File: src/pasb_defs.vh
// Offsets, page codes and reset values of the paged alarm status bank
`ifndef PASB_DEFS_VH
`define PASB_DEFS_VH
`define PASB_OFS_LIVE_A 8'h02
`define PASB_OFS_STICKY_A 8'h03
`define PASB_OFS_MASK_A 8'h04
`define PASB_OFS_LIVE_B 8'h06
`define PASB_OFS_STICKY_B 8'h07
`define PASB_OFS_MASK_B 8'h08
`define PASB_OFS_PAGE 8'hFF
`define PASB_OFS_WAKE 8'hE1
`define PASB_PAGE_MAIN 8'h00
`define PASB_PAGE_MON 8'h01
`define PASB_PAGE_INSYS 8'h02
`define PASB_PAGE_OUTSYS 8'h03
`define PASB_PAGE_PLLA 8'h0A
`define PASB_PAGE_PLLD 8'h0D
`define PASB_BIT_CRYSTAL 2
`define PASB_RST_PAGE 8'h00
`define PASB_RST_MASK 8'h00
`define PASB_RST_STICKY 8'h00
`endif

File: src/pasb_notify.v
// One sticky notify register with its mask
`timescale 1ns/10ps
`default_nettype none
module pasb_notify #(
	parameter WIDTH = 8
) (
	// Clock and reset
	input wire clk_sys,
	input wire arst_n,
	// Live status and write access
	input wire [WIDTH-1:0] live,
	input wire sticky_wr,
	input wire mask_wr,
	input wire [WIDTH-1:0] wr_data,
	// Register contents
	output reg [WIDTH-1:0] sticky,
	output reg [WIDTH-1:0] mask
);
	always @(posedge clk_sys or negedge arst_n) begin
		if (!arst_n) begin
			mask <= {WIDTH{1'b0}};
		end else if (mask_wr) begin
			mask <= wr_data;
		end
	end

	always @(posedge clk_sys or negedge arst_n) begin
		if (!arst_n) begin
			sticky <= {WIDTH{1'b0}};
		end else begin
			// write one clears; masked set wins over clear
			sticky <= (sticky & ~(sticky_wr ? wr_data : {WIDTH{1'b0}})) | (live & mask);
		end
	end
endmodule
`default_nettype wire

File: src/pasb_bank.v
// Paged alarm status bank: page select, live status, sticky notifies
`timescale 1ns/10ps
`default_nettype none
`include "pasb_defs.vh"
module pasb_bank #(
	parameter INPUTS = 4,
	parameter PLLS = 4
) (
	// Clock and reset
	input wire clk_sys,
	input wire arst_n,
	// Register access port
	input wire reg_wr,
	input wire reg_rd,
	input wire [7:0] reg_addr,
	input wire [7:0] reg_wdata,
	output reg [7:0] reg_rdata,
	// Live status from the clock system
	input wire crystal_input_missing,
	input wire [INPUTS-1:0] input_loss,
	input wire [INPUTS-1:0] fine_drift_live,
	input wire [INPUTS-1:0] coarse_drift_live,
	input wire [PLLS-1:0] pll_lock_loss,
	input wire [PLLS-1:0] retention_mode,
	// Subsystem wake and page state
	output wire [6:0] slave_wake,
	output wire [7:0] current_page
);
	// Register state and next values
	reg [7:0] page_select;
	reg [7:0] next_page;
	reg [6:0] wake;
	reg [6:0] next_wake;
	reg [7:0] next_rdata;
	// Pin synchronisers
	reg s1;
	reg s2;
	reg [INPUTS-1:0] loss1;
	reg [INPUTS-1:0] loss2;
	reg [INPUTS-1:0] fine1;
	reg [INPUTS-1:0] fine2;
	reg [INPUTS-1:0] coarse1;
	reg [INPUTS-1:0] coarse2;
	reg [PLLS-1:0] lol1;
	reg [PLLS-1:0] lol2;
	reg [PLLS-1:0] ret1;
	reg [PLLS-1:0] ret2;

	// Status words
	reg [7:0] crystal_loss_live;
	wire [7:0] input_loss_live;
	wire [7:0] pll_lock_freeze_live;
	wire [7:0] input_drift_live;
	wire [7:0] crystal_loss_sticky;
	wire [7:0] crystal_mask;
	wire [7:0] input_loss_sticky;
	wire [7:0] input_mask;
	wire [7:0] pll_lock_freeze_sticky;
	wire [7:0] pll_mask;
	wire [7:0] input_drift_sticky;
	wire [7:0] drift_mask;
	// Page decode and write strobes
	wire on_main;
	wire on_mon;
	wire wr_page;
	wire wr_wake;
	wire wr_crystal_sticky;
	wire wr_crystal_mask;
	wire wr_pll_sticky;
	wire wr_pll_mask;
	wire wr_loss_sticky;
	wire wr_loss_mask;
	wire wr_drift_sticky;
	wire wr_drift_mask;

	function hit;
		input [7:0] addr;
		input [7:0] ofs;
		input wr;
		begin
			hit = wr && (addr == ofs);
		end
	endfunction

	// Read decode shared by the main and monitor pages
	function [7:0] page_word;
		input [7:0] addr;
		input [7:0] live_a;
		input [7:0] sticky_a;
		input [7:0] mask_a;
		input [7:0] live_b;
		input [7:0] sticky_b;
		input [7:0] mask_b;
		begin
			case (addr)
			`PASB_OFS_LIVE_A: page_word = live_a;
			`PASB_OFS_STICKY_A: page_word = sticky_a;
			`PASB_OFS_MASK_A: page_word = mask_a;
			`PASB_OFS_LIVE_B: page_word = live_b;
			`PASB_OFS_STICKY_B: page_word = sticky_b;
			`PASB_OFS_MASK_B: page_word = mask_b;
			default: page_word = 8'h00;
			endcase
		end
	endfunction

	// Pin inputs pass two flip-flops
	always @(posedge clk_sys or negedge arst_n) begin
		if (!arst_n) begin
			s1 <= 1'h0;
			s2 <= 1'h0;
			loss1 <= {INPUTS{1'b0}};
			loss2 <= {INPUTS{1'b0}};
			fine1 <= {INPUTS{1'b0}};
			fine2 <= {INPUTS{1'b0}};
			coarse1 <= {INPUTS{1'b0}};
			coarse2 <= {INPUTS{1'b0}};
			lol1 <= {PLLS{1'b0}};
			lol2 <= {PLLS{1'b0}};
			ret1 <= {PLLS{1'b0}};
			ret2 <= {PLLS{1'b0}};
		end else begin
			s1 <= crystal_input_missing;
			s2 <= s1;
			loss1 <= input_loss;
			loss2 <= loss1;
			fine1 <= fine_drift_live;
			fine2 <= fine1;
			coarse1 <= coarse_drift_live;
			coarse2 <= coarse1;
			lol1 <= pll_lock_loss;
			lol2 <= lol1;
			ret1 <= retention_mode;
			ret2 <= ret1;
		end
	end

	// page switch held until next write to the page register
	always @* begin
		next_page = page_select;
		if (wr_page) begin
			next_page = reg_wdata;
		end
	end

	always @(posedge clk_sys or negedge arst_n) begin
		if (!arst_n) begin
			page_select <= `PASB_RST_PAGE;
		end else begin
			page_select <= next_page;
		end
	end

	assign on_main = (page_select == `PASB_PAGE_MAIN);
	assign on_mon = (page_select == `PASB_PAGE_MON);
	assign current_page = page_select;

	assign wr_page = hit(reg_addr, `PASB_OFS_PAGE, reg_wr);
	assign wr_wake = on_main && hit(reg_addr, `PASB_OFS_WAKE, reg_wr);
	assign wr_crystal_sticky = on_main && hit(reg_addr, `PASB_OFS_STICKY_A, reg_wr);
	assign wr_crystal_mask = on_main && hit(reg_addr, `PASB_OFS_MASK_A, reg_wr);
	assign wr_pll_sticky = on_main && hit(reg_addr, `PASB_OFS_STICKY_B, reg_wr);
	assign wr_pll_mask = on_main && hit(reg_addr, `PASB_OFS_MASK_B, reg_wr);
	assign wr_loss_sticky = on_mon && hit(reg_addr, `PASB_OFS_STICKY_A, reg_wr);
	assign wr_loss_mask = on_mon && hit(reg_addr, `PASB_OFS_MASK_A, reg_wr);
	assign wr_drift_sticky = on_mon && hit(reg_addr, `PASB_OFS_STICKY_B, reg_wr);
	assign wr_drift_mask = on_mon && hit(reg_addr, `PASB_OFS_MASK_B, reg_wr);

	// slaves stay down until host writes the wake register on the main page
	always @* begin
		next_wake = wake;
		if (wr_wake) begin
			next_wake = reg_wdata[6:0];
		end
	end

	always @(posedge clk_sys or negedge arst_n) begin
		if (!arst_n) begin
			wake <= 7'h00;
		end else begin
			wake <= next_wake;
		end
	end
	assign slave_wake = wake;

	always @* begin
		crystal_loss_live = 8'h00;
		crystal_loss_live[`PASB_BIT_CRYSTAL] = s2;
	end
	assign input_loss_live = {{(8-INPUTS){1'b0}}, loss2};
	assign pll_lock_freeze_live = {ret2, lol2};
	assign input_drift_live = {coarse2, fine2};

	pasb_notify #(.WIDTH(8)) u_crystal (
		.clk_sys(clk_sys),
		.arst_n(arst_n),
		.live(crystal_loss_live),
		.sticky_wr(wr_crystal_sticky),
		.mask_wr(wr_crystal_mask),
		.wr_data(reg_wdata),
		.sticky(crystal_loss_sticky),
		.mask(crystal_mask)
	);

	pasb_notify #(.WIDTH(8)) u_pll (
		.clk_sys(clk_sys),
		.arst_n(arst_n),
		.live(pll_lock_freeze_live),
		.sticky_wr(wr_pll_sticky),
		.mask_wr(wr_pll_mask),
		.wr_data(reg_wdata),
		.sticky(pll_lock_freeze_sticky),
		.mask(pll_mask)
	);

	pasb_notify #(.WIDTH(8)) u_loss (
		.clk_sys(clk_sys),
		.arst_n(arst_n),
		.live(input_loss_live),
		.sticky_wr(wr_loss_sticky),
		.mask_wr(wr_loss_mask),
		.wr_data(reg_wdata),
		.sticky(input_loss_sticky),
		.mask(input_mask)
	);

	pasb_notify #(.WIDTH(8)) u_drift (
		.clk_sys(clk_sys),
		.arst_n(arst_n),
		.live(input_drift_live),
		.sticky_wr(wr_drift_sticky),
		.mask_wr(wr_drift_mask),
		.wr_data(reg_wdata),
		.sticky(input_drift_sticky),
		.mask(drift_mask)
	);

	always @* begin
		next_rdata = reg_rdata;
		if (reg_rd) begin
			if (reg_addr == `PASB_OFS_PAGE) begin
				next_rdata = page_select;
			end else if (on_main && reg_addr == `PASB_OFS_WAKE) begin
				next_rdata = {1'h0, wake};
			end else if (on_main) begin
				next_rdata = page_word(reg_addr, crystal_loss_live, crystal_loss_sticky, crystal_mask,
					pll_lock_freeze_live, pll_lock_freeze_sticky, pll_mask);
			end else if (on_mon) begin
				next_rdata = page_word(reg_addr, input_loss_live, input_loss_sticky, input_mask,
					input_drift_live, input_drift_sticky, drift_mask);
			end else begin
				next_rdata = 8'h00;
			end
		end
	end

	// Read data holds until the next read
	always @(posedge clk_sys or negedge arst_n) begin
		if (!arst_n) begin
			reg_rdata <= 8'h00;
		end else begin
			reg_rdata <= next_rdata;
		end
	end
endmodule
`default_nettype wire

File: config.mk
export PLATFORM = sky130hd
export DESIGN_NAME = pasb_bank
export DESIGN_NICKNAME = d
export VERILOG_FILES = /design/src/pasb_notify.v /design/src/pasb_bank.v
export VERILOG_INCLUDE_DIRS = /design/src
export SDC_FILE = /design/constraint.sdc
export NUM_CORES = 1
export LEC_CHECK = 0
export ABC_AREA = 1
export BUFFER_PORTS_ARGS = -buffer_cell sky130_fd_sc_hd__buf_4
export CORE_AREA = 2 2 100 102
export DETAILED_ROUTE_END_ITERATION = 8
export DIE_AREA = 0 0 102 104
export HOLD_SLACK_MARGIN = 0.02
export MAX_ROUTING_LAYER = met4
export PLACE_DENSITY = 0.78
export SKIP_LAST_GASP = 1
export SLEW_MARGIN = 20
export SYNTH_ARGS = -nofsm -noshare
export SYNTH_HDL_FRONTEND = slang
export SYNTH_SLANG_ARGS = --single-unit
export TNS_END_PERCENT = 50
File: constraint.sdc
create_clock -name clk_sys -period 2.3 [get_ports clk_sys]
set_clock_uncertainty 0.05 [all_clocks]
set_input_delay 0.23 -clock clk_sys [delete_from_list [all_inputs] [get_ports clk_sys]]
set_output_delay 0.23 -clock clk_sys [all_outputs]
set_load 0.02 [all_outputs]
# After elaboration in Yosys (flattened, before gate mapping)
# Cells that the tools add are included.
totals:
  ff_bits: 129
  in_bits: 41
  out_inout_bits: 23
  wordCells: 75
op_classes:
  n_eq_ne: 9
  mux: 10
  n_bitwise: 16
  n_reduce_logical: 17
op_table:
  columns: ["op", "count"]
  rows:
  - ["one-hot mux 8 bit (6 select lines)", 2]
  - ["2-to-1 mux 8 bit", 8]
  - ["AND 8 bit", 6]
  - ["NOT 8 bit", 4]
  - ["bitwise OR 8 bit", 4]
  - ["== test 8 x 3 -> 1 bit, second input constant", 3]
  - ["== test 8 x 2 -> 1 bit, second input constant", 2]
  - ["== test 8 bit, second input constant", 2]
  - ["logical AND 1 bit", 16]
  - ["AND 3 x 8 -> 8 bit", 1]
  - ["AND 4 x 8 -> 8 bit", 1]
  - ["== test 8 x 1 -> 1 bit, second input constant", 1]
  - ["== test 8 x 4 -> 1 bit, second input constant", 1]
  - ["logical NOT 8 bit", 1]

# Depth between registers and ports, before layout
# Gate-level depths: netlist of run 1.
depth:
  ltp_word: 7
  ltp_mapped: 13
  mapped_depth_nobuf: 13

# Cells and area by module
# From an unflattened synthesis of run 1, not the netlist that was laid out.
unflattened:
  hier_cells: 736
  hier_area_um2: 5823.1
by_module_without_submodules:
  columns: ["mod", "instances", "cells_each", "area_per_inst_um2", "seq_area_each_um2"]
  rows:
  - ["pasb_bank", 1, 440, 3275.6, 1626.6]
  - ["pasb_notify", 4, 74, 636.9, 400.4]

# Worst setup path before layout of run 1
# Ideal clock, no wire load.
synth_path:
  kind: "reg-to-reg"
  from: "register page_select[3] (netlist: current_page[3])"
  to: "register u_drift.mask[5]"
  setup_time_ns: 0.130
  t_arrival_ns: 1.710
  t_required_ns: 2.120
  setup_slack_ns: 0.410
  stages_incl_launch_ff: 7
  path_buffers: 1
  synth_period_minus_slack_ns: 1.890
  path_cell_list: "dfrtp_1 -> or2_1 -> nor4_4 -> nand3_2 -> clkbuf_1 -> nand2_1 -> o21ai_1"
synth_between:
  elab_chain_len: 2
synth_rtl:
  columns: ["item", "line_no", "rtl"]
  rows:
  - ["from (decl)", "pasb_bank.v:30", "reg [7:0] page_select;"]
  - ["from (signal assigned)", "pasb_bank.v:148", "page_select <= `PASB_RST_PAGE;"]
  - ["from (signal assigned)", "pasb_bank.v:150", "page_select <= next_page;"]
  - ["== test 8 x 1 -> 1 bit (no line)", null, null]
  - ["logical AND 1 bit", "pasb_bank.v:167", "assign wr_drift_mask = on_mon && hit(reg_addr, `PASB_OFS_MASK_B, reg_wr);"]
  - ["to (signal assigned)", "pasb_notify.v:21", "mask <= {WIDTH{1'b0}};"]
  - ["to (signal assigned)", "pasb_notify.v:23", "mask <= wr_data;"]
  - ["to (decl)", "pasb_notify.v:17", "output reg [WIDTH-1:0] mask"]
# Every way passes these cells.
# A chain may end at the register's enable or synchronous reset.

# Worst setup path after layout of run 1
layout_path:
  from: "register page_select[2] (netlist: current_page[2])"
  to: "register u_pll.sticky[6]"
layout_between:
  elab_chain_len: 6
layout_rtl:
  columns: ["item", "line_no", "rtl"]
  rows:
  - ["logical NOT 8 bit (no line)", null, null]
  - ["logical AND 1 bit", "pasb_bank.v:162", "assign wr_pll_sticky = on_main && hit(reg_addr, `PASB_OFS_STICKY_B, reg_wr);"]
  - ["2-to-1 mux 8 bit", "pasb_notify.v:32", "sticky <= (sticky & ~(sticky_wr ? wr_data : {WIDTH{1'b0}})) | (live & mask);"]
  - ["NOT 8 bit", "pasb_notify.v:32", null]
  - ["AND 8 bit", "pasb_notify.v:32", null]
  - ["bitwise OR 8 bit", "pasb_notify.v:32", null]
  - ["to (signal assigned)", "pasb_notify.v:29", "sticky <= {WIDTH{1'b0}};"]
  - ["to (signal assigned)", "pasb_notify.v:32", null]
  - ["to (decl)", "pasb_notify.v:16", "output reg [WIDTH-1:0] sticky,"]
# Every way passes these cells.

==> results of run 1 <==
-- how the worst max path moves through the flow --
stage | startpoint | cells past startpoint | to
global placement | reg_addr[4] | 13 | reg_rdata[5]$_DFFE_PN0P_
floorplan | current_page[3]$_DFFE_PN0P_ | 6 | u_drift.mask[5]$_DFFE_PN0P_
global route | current_page[1]$_DFFE_PN0P_ | 6 | u_pll.sticky[4]$_DFF_PN0_
CTS | current_page[2]$_DFFE_PN0P_ | 5 | u_pll.sticky[0]$_DFF_PN0_
detailed placement | current_page[3]$_DFFE_PN0P_ | 5 | u_pll.sticky[5]$_DFF_PN0_
finish | current_page[2]$_DFFE_PN0P_ | 5 | u_pll.sticky[6]$_DFF_PN0_
-- registers in the layout (all words and copies together), names as in the netlist, 7 cells and up --
| signal | cells |
|---|---|
| current_page | 8 |
| reg_rdata | 8 |
| u_crystal.mask | 8 |
| u_crystal.sticky | 8 |
| u_drift.mask | 8 |
| u_drift.sticky | 8 |
| u_loss.mask | 8 |
| u_loss.sticky | 8 |
| u_pll.mask | 8 |
| u_pll.sticky | 8 |
| slave_wake | 7 |
-- through the flow --
stage | hold WS [ns] | cell area, um^2 | util [%] | power (W)
floorplan | -0.116 | 5410 | - | 0.00257
global placement | 0.185 | 6180 | 64.7 | 0.00276
detailed placement | 0.192 | 6180 | 64.7 | 0.00277
CTS | 0.0859 | 6990 | 73.2 | 0.00542
global route | 0.102 | 6990 | 73.2 | 0.00558
finish | 0.107 | 6990 | 73.2 | 0.00539
-- critical path, cell delays in order (launching register included) --
cell and delay, ns:
dfrtp_1 0.41, or2_1 0.31, nor3_2 0.46, nand3_1 0.39, o21ai_0 0.28, o21ai_0 0.11
-- layer usage --
metal	vias to the layer above	part of all wire [%]	global-route usage [%]	routed length [um]
met3	35	8.6	7.73	1230
met5	-	0	-	0
met2	250	47	44.5	6780
met4	0	3.2	13.0	454
li1	2228	-	-	-
met1	2246	41	39.1	5900
-- layout make-up --
cell class                      instances  area [um^2]  area share (%)
Sequential cell                       129         3230            46.2
Inverter                               73          274            3.92
Timing Repair Buffer                  111          903            12.9
Clock inverter                          6          105            1.50
Tap cell                              133          166            2.38
Multi-Input combinational cell        406         1840            26.3
Clock buffer                           24          470            6.73
-- where the power goes --
group	switching (W)	total (W)	internal (W)
Combinational	0.000234	0.000384	0.000149
Sequential	0.0000422	0.00239	0.00235
Clock	0.000902	0.00262	0.00172
-- cells by family (layout without fill, tap and decap cells) --
family | count (synthesis) | in the layout | synth area share (%)
and+or+nand+nor | 287 | 287 | 22.6
DFF | 129 | 129 | 59.7
AOI/OAI and AO/OA | 119 | 119 | 11.5
buffers and inverters | 89 | 214 | 6.27
-- synth_stat cells (all sizes together) --
cell type | n | share of area [%]
a21oi | 3 | 0.28
and2 | 1 | 0.12
buf | 5 | 0.44
clkbuf | 11 | 0.76
dfrtp | 129 | 60
inv | 73 | 5.1
nand2 | 168 | 12
nand3 | 50 | 4.8
nand3b | 5 | 0.69
nand4 | 3 | 0.35
nor2 | 51 | 3.6
nor3 | 7 | 0.74
nor4 | 1 | 0.39
o21a | 9 | 1.2
o21ai | 106 | 9.8
o22ai | 1 | 0.12
or2 | 1 | 0.12
==> summary.md, run 1 <==
| Metric | Value |
|---|---|
| Status | finished, final reports clean |
| CP max FO | 8 |
| First-pass GRT wire length | roughly 23 mm |
| Most frequent cells in the layout | 167 x nand2_1, 129 x dfrtp_1, 90 x o21ai_0, 87 x buf_4, 71 x inv_1 |
| Placed Cells | 829 |
| Fin Setup TNS | 0 ns |
| Die width | 102 um |
| Antenna Nets Post-Route | 0 |
| Max frequency | 466 MHz |
| Slew Limit Fails | 0 |
| CTS resizes | 0 |
| Pin count of the biggest net entering global routing | 41 |
| Core Region | roughly 9500 um^2 |
| Peak supply drop | 0.419 mV |
| Post-synth cell types | 24 |
| Startpoint types | register |
| Commonest non-fill, non-tap cell in the layout | nand2_1 |
| Fin. Hold Viols | 0 |
| Sequential area share after synthesis | 59.7% |
| Initial Util | 56.6% |
| Vias/cell | approximately 5.4 |
| Layout cells sized above 1 | 16.4% |
| HP Class | in2reg |
| Setup violators final | 0 |
| Final Non-Filler Cells | roughly 880 |
| Vias in the first global route | 4715 |
| PnR worst setup slack | 0.155 ns |
| Setup Buffers After CTS | 0 |
| Hold path start | reg_wdata[7] |
| Synthesized area per cell | roughly 8.7 um^2 |
| Root Buffer | clkbuf_8 |
| DR iter-0 viols | between 300 and 400 |
| Final Wtd Congestion | between 0.9 and 1 |
| Required @ worst endpoint | about 2.6 ns |
| Row count | 36 |
| Arrival time worst endpoint | 2.48 ns |
| Critical register-to-register path startpoint | current_page[2]$_DFFE_PN0P_ |
| Num CTS Buffers | 17 |
| Worst-Margin Slew | 0.523 ns |
| Port Buffer Count | 63 |
| Pleak | 3.47 nW |
| H-Tree Depth | 4 |
| Nets | 779 |
| Reg2reg end | u_pll.sticky[6]$_DFF_PN0_ |
| RSZ-0062 raised after global routing | false |
| Fillers | 710 |
| Max Cap Viol | 0 |
| CTS sink cnt | 129 |
| Min Tclk post-route | roughly 2.1 ns |
| Pre-CTS setup slack | 0.243 ns |
| Slew headroom | between 60 and 70% |
| Cells after Synth | 624 |
| Register bit count reported by yosys | 129 |
| Hold path depth | 3 |
| Reg2reg path depth | 5 |
| Diode count | 0 |
| Power Density | 772 nW/um^2 |
| Post-DP HPWL | roughly 10 mm |
| IO Count | 64 |
| CP Capture Type | register |
| Avg WL per Cell | 16.3 um |
| Total gr overflow | 0 |
| DR vias | 4759 |
| TritonCTS clock tree | built |
| CTS Hold Bufs | 23 |
| Clk pin slew, worst setup/hold paths | 0.06 ns |
| Clock Latency Late Sink | between 0.5 and 0.6 ns |
| Gr usage total | about 30% |
| # DRC | 0 |
| Ys Warns | 0 |
| Hold path endpoint | u_drift.mask[7]$_DFFE_PN0P_ |
| Kind of critical path | reg2reg |
| Die area | about 11000 um^2 |
| Syn-to-layout area delta | 29.2% |
| DRT Wirelength | roughly 14 mm |
| Final Cycle Share | 93.2% |
| Reg-to-reg setup timing slack | 0.16 ns |
| Die height | 104 um |
| First-pass iteration count of the detailed router | 5 |
| Initial antenna violation count | 0 |
| Worst-case clock buffer depth | 2 |
| Syn_nets | 665 |
| Synth Cell Area | 5410 um^2 |
Note: power is estimated with default switching activity, not from simulation.
==> run 2: changes to the inputs <==
- CTS_CLUSTER_SIZE: not set -> 28
- clock period: 2.3 -> 2.2 ns (I/O delays scaled with it)
==> run 2 against run 1 <==
Effect of this change: first-iteration DRC count fell by 2.1%; power rose by 4.5%; largest cell class unchanged; fmax rose by 6.8%; sequential share of layout area fell by 0.17 points; global-route usage rose by 1.3 points; via count rose by 1.8%; register-to-register slack improved by 0.04 ns; core utilization rose by 0.28 points; largest power group unchanged; highest routed layer unchanged.
==> summary.md, run 2 (synthesized netlist as in run 1, its figures left out) <==
| Metric | Value |
|---|---|
| Status | finished, final reports clean |
| Pin count of the biggest net entering global routing | 55 |
| Avg WL per Cell | 16.9 um |
| Startpoint types | register |
| Slew Limit Fails | 0 |
| Max frequency | 498 MHz |
| Util after Layout | 73.4% |
| Required @ worst endpoint | 2.55 ns |
| Peak supply drop | 0.463 mV |
| First-pass GRT wire length | 24.2 mm |
| DRT Wirelength | 15.0 mm |
| DR iter-0 viols | 370 |
| Arrival time worst endpoint | 2.36 ns |
| Max Cap Viol | 0 |
| Gr usage total | a little under a third |
| Vias in the first global route | 4862 |
| Nets | 781 |
| Clock Latency Late Sink | approximately 0.53 ns |
| Num CTS Buffers | 17 |
| Final Non-Filler Cells | around 900 |
| Initial antenna violation count | 0 |
| Fin. Hold Viols | 0 |
| Die area | 10600 um^2 |
| Fillers | 733 |
| Power Density | between 800 and 900 nW/um^2 |
| CP Capture Type | register |
| Setup violators final | 0 |
| Post-DP HPWL | approximately 10 mm |
| CP max FO | 8 |
| CTS sink cnt | 129 |
| Layout cells sized above 1 | 17.0% |
| Min Tclk post-route | 2.01 ns |
| Row count | 36 |
| IO Count | 64 |
| Antenna Nets Post-Route | 0 |
| PnR worst setup slack | 0.192 ns |
| DR vias | 4845 |
| Syn-to-layout area delta | 29.7% |
| Final Wtd Congestion | 1.01 |
| Final Cycle Share | between 90% and 100% |
| TritonCTS clock tree | built |
| Root Buffer | clkbuf_8 |
| Die height | about 100 um |
| Vias/cell | 5.47 |
| Placed Area | 6210 um^2 |
| Core Region | around 9500 um^2 |
| Initial Util | 56.6% |
| Die width | between 100 and 150 um |
| Kind of critical path | reg2reg |
| HP Class | in2reg |
| # DRC | 0 |
| Diode count | 0 |
| Total gr overflow | 0 |
| Pleak | approximately 3.5 nW |
| Port Buffer Count | 63 |
| Clk pin slew, worst setup/hold paths | 0.06 ns |
| Pre-CTS setup slack | roughly 0.19 ns |
| Design area | between 7000 and 8000 um^2 |
| Most frequent cells in the layout | 167 x nand2_1, 129 x dfrtp_1, 90 x o21ai_0, 88 x buf_4, 71 x inv_1 |
| RSZ-0062 raised after global routing | false |
| Worst-Margin Slew | 0.539 ns |
| Worst-case clock buffer depth | 2 |
| Fin Setup TNS | 0 ns |
| Commonest non-fill, non-tap cell in the layout | nand2_1 |
| First-pass iteration count of the detailed router | 5 |
| Slew headroom | between 60% and 70% |
| H-Tree Depth | 4 |
| Placed Cells | 831 |
-- run 2: cell types whose count changed in the layout (fill, tap and decap cells not counted), sizes merged --
cell      delta
buf          +2
clkbuf       -4
clkinv       +3
clkinvlp     +2
-- run 2: worst max-delay path: stages (launching register included) --
cell	delay, ns
dfrtp_1	0.41
or2_1	0.30
nor4_4	0.37
nand3_1	0.37
o21ai_0	0.27
o21ai_0	0.11
-- run 2: layout make-up --
| cell class | count | area, um^2 | share of cell area (%) |
|---|---|---|---|
| sequential | 129 | 3230 | 46.0 |
| timing repair buffer | 113 | 931 | 13.3 |
| tap | 133 | 166 | 2.37 |
| clock buffer | 20 | 435 | 6.21 |
| multi-input combinational | 406 | 1840 | 26.2 |
| inverter | 73 | 274 | 3.91 |
| clock inverter | 11 | 139 | 1.98 |
-- run 2: what timing repair did --
action                                 in CTS  in global routing
endpoints found under the hold margin      61                  0
buffers inserted                            0                  0
resized for setup                           0                  0
hold buffers                               23                  0
-- run 2: path summary, 6_finish.rpt --
kind / from / endpoint / slack [ns] / depth (start not counted)
hold reg to reg: coarse1[0]$_DFF_PN0_ / coarse2[0]$_DFF_PN0_ / 0.29 / 0
setup reg to reg: current_page[2]$_DFFE_PN0P_ / u_loss.sticky[3]$_DFF_PN0_ / 0.19 / 5
setup / recovery: current_page[2]$_DFFE_PN0P_ / u_loss.sticky[3]$_DFF_PN0_ / 0.19 / 5
max in group asynchronous: arst_n / coarse1[0]$_DFF_PN0_ / 1.25 / 3
hold / removal: reg_wdata[7] / u_loss.mask[7]$_DFFE_PN0P_ / 0.09 / 3
min in group asynchronous: arst_n / u_crystal.sticky[2]$_DFF_PN0_ / 0.16 / 2
-- run 2: stage by stage --
stage / power, W / hold slack (ns)
after global placement: 0.00289 / 0.179
final: 0.00563 / 0.0873
after detailed placement: 0.00290 / 0.191
after global routing: 0.00581 / 0.118
after floorplan: 0.00268 / -0.126
after CTS: 0.00566 / 0.0747
-- run 2: layer usage --
metal / track usage, % / vias up / wire length (um) / part of all wire (%)
met3: 8.06 / 55 / 1200 / 8.0
met2: 47.5 / 244 / 7160 / 48
li1: - / 2236 / - / -
met4: 16.0 / 0 / 605 / 4.0
met5: - / - / 0 / 0
met1: 38.7 / 2310 / 6010 / 40
-- run 2: power breakdown --
group / leakage (nW) / switching, W / internal, W
registers: 1.58 / 0.0000440 / 0.00245
clock network: 0.280 / 0.000997 / 0.00174
logic: 1.62 / 0.000248 / 0.000156
total: 3.48 / 0.00129 / 0.00435
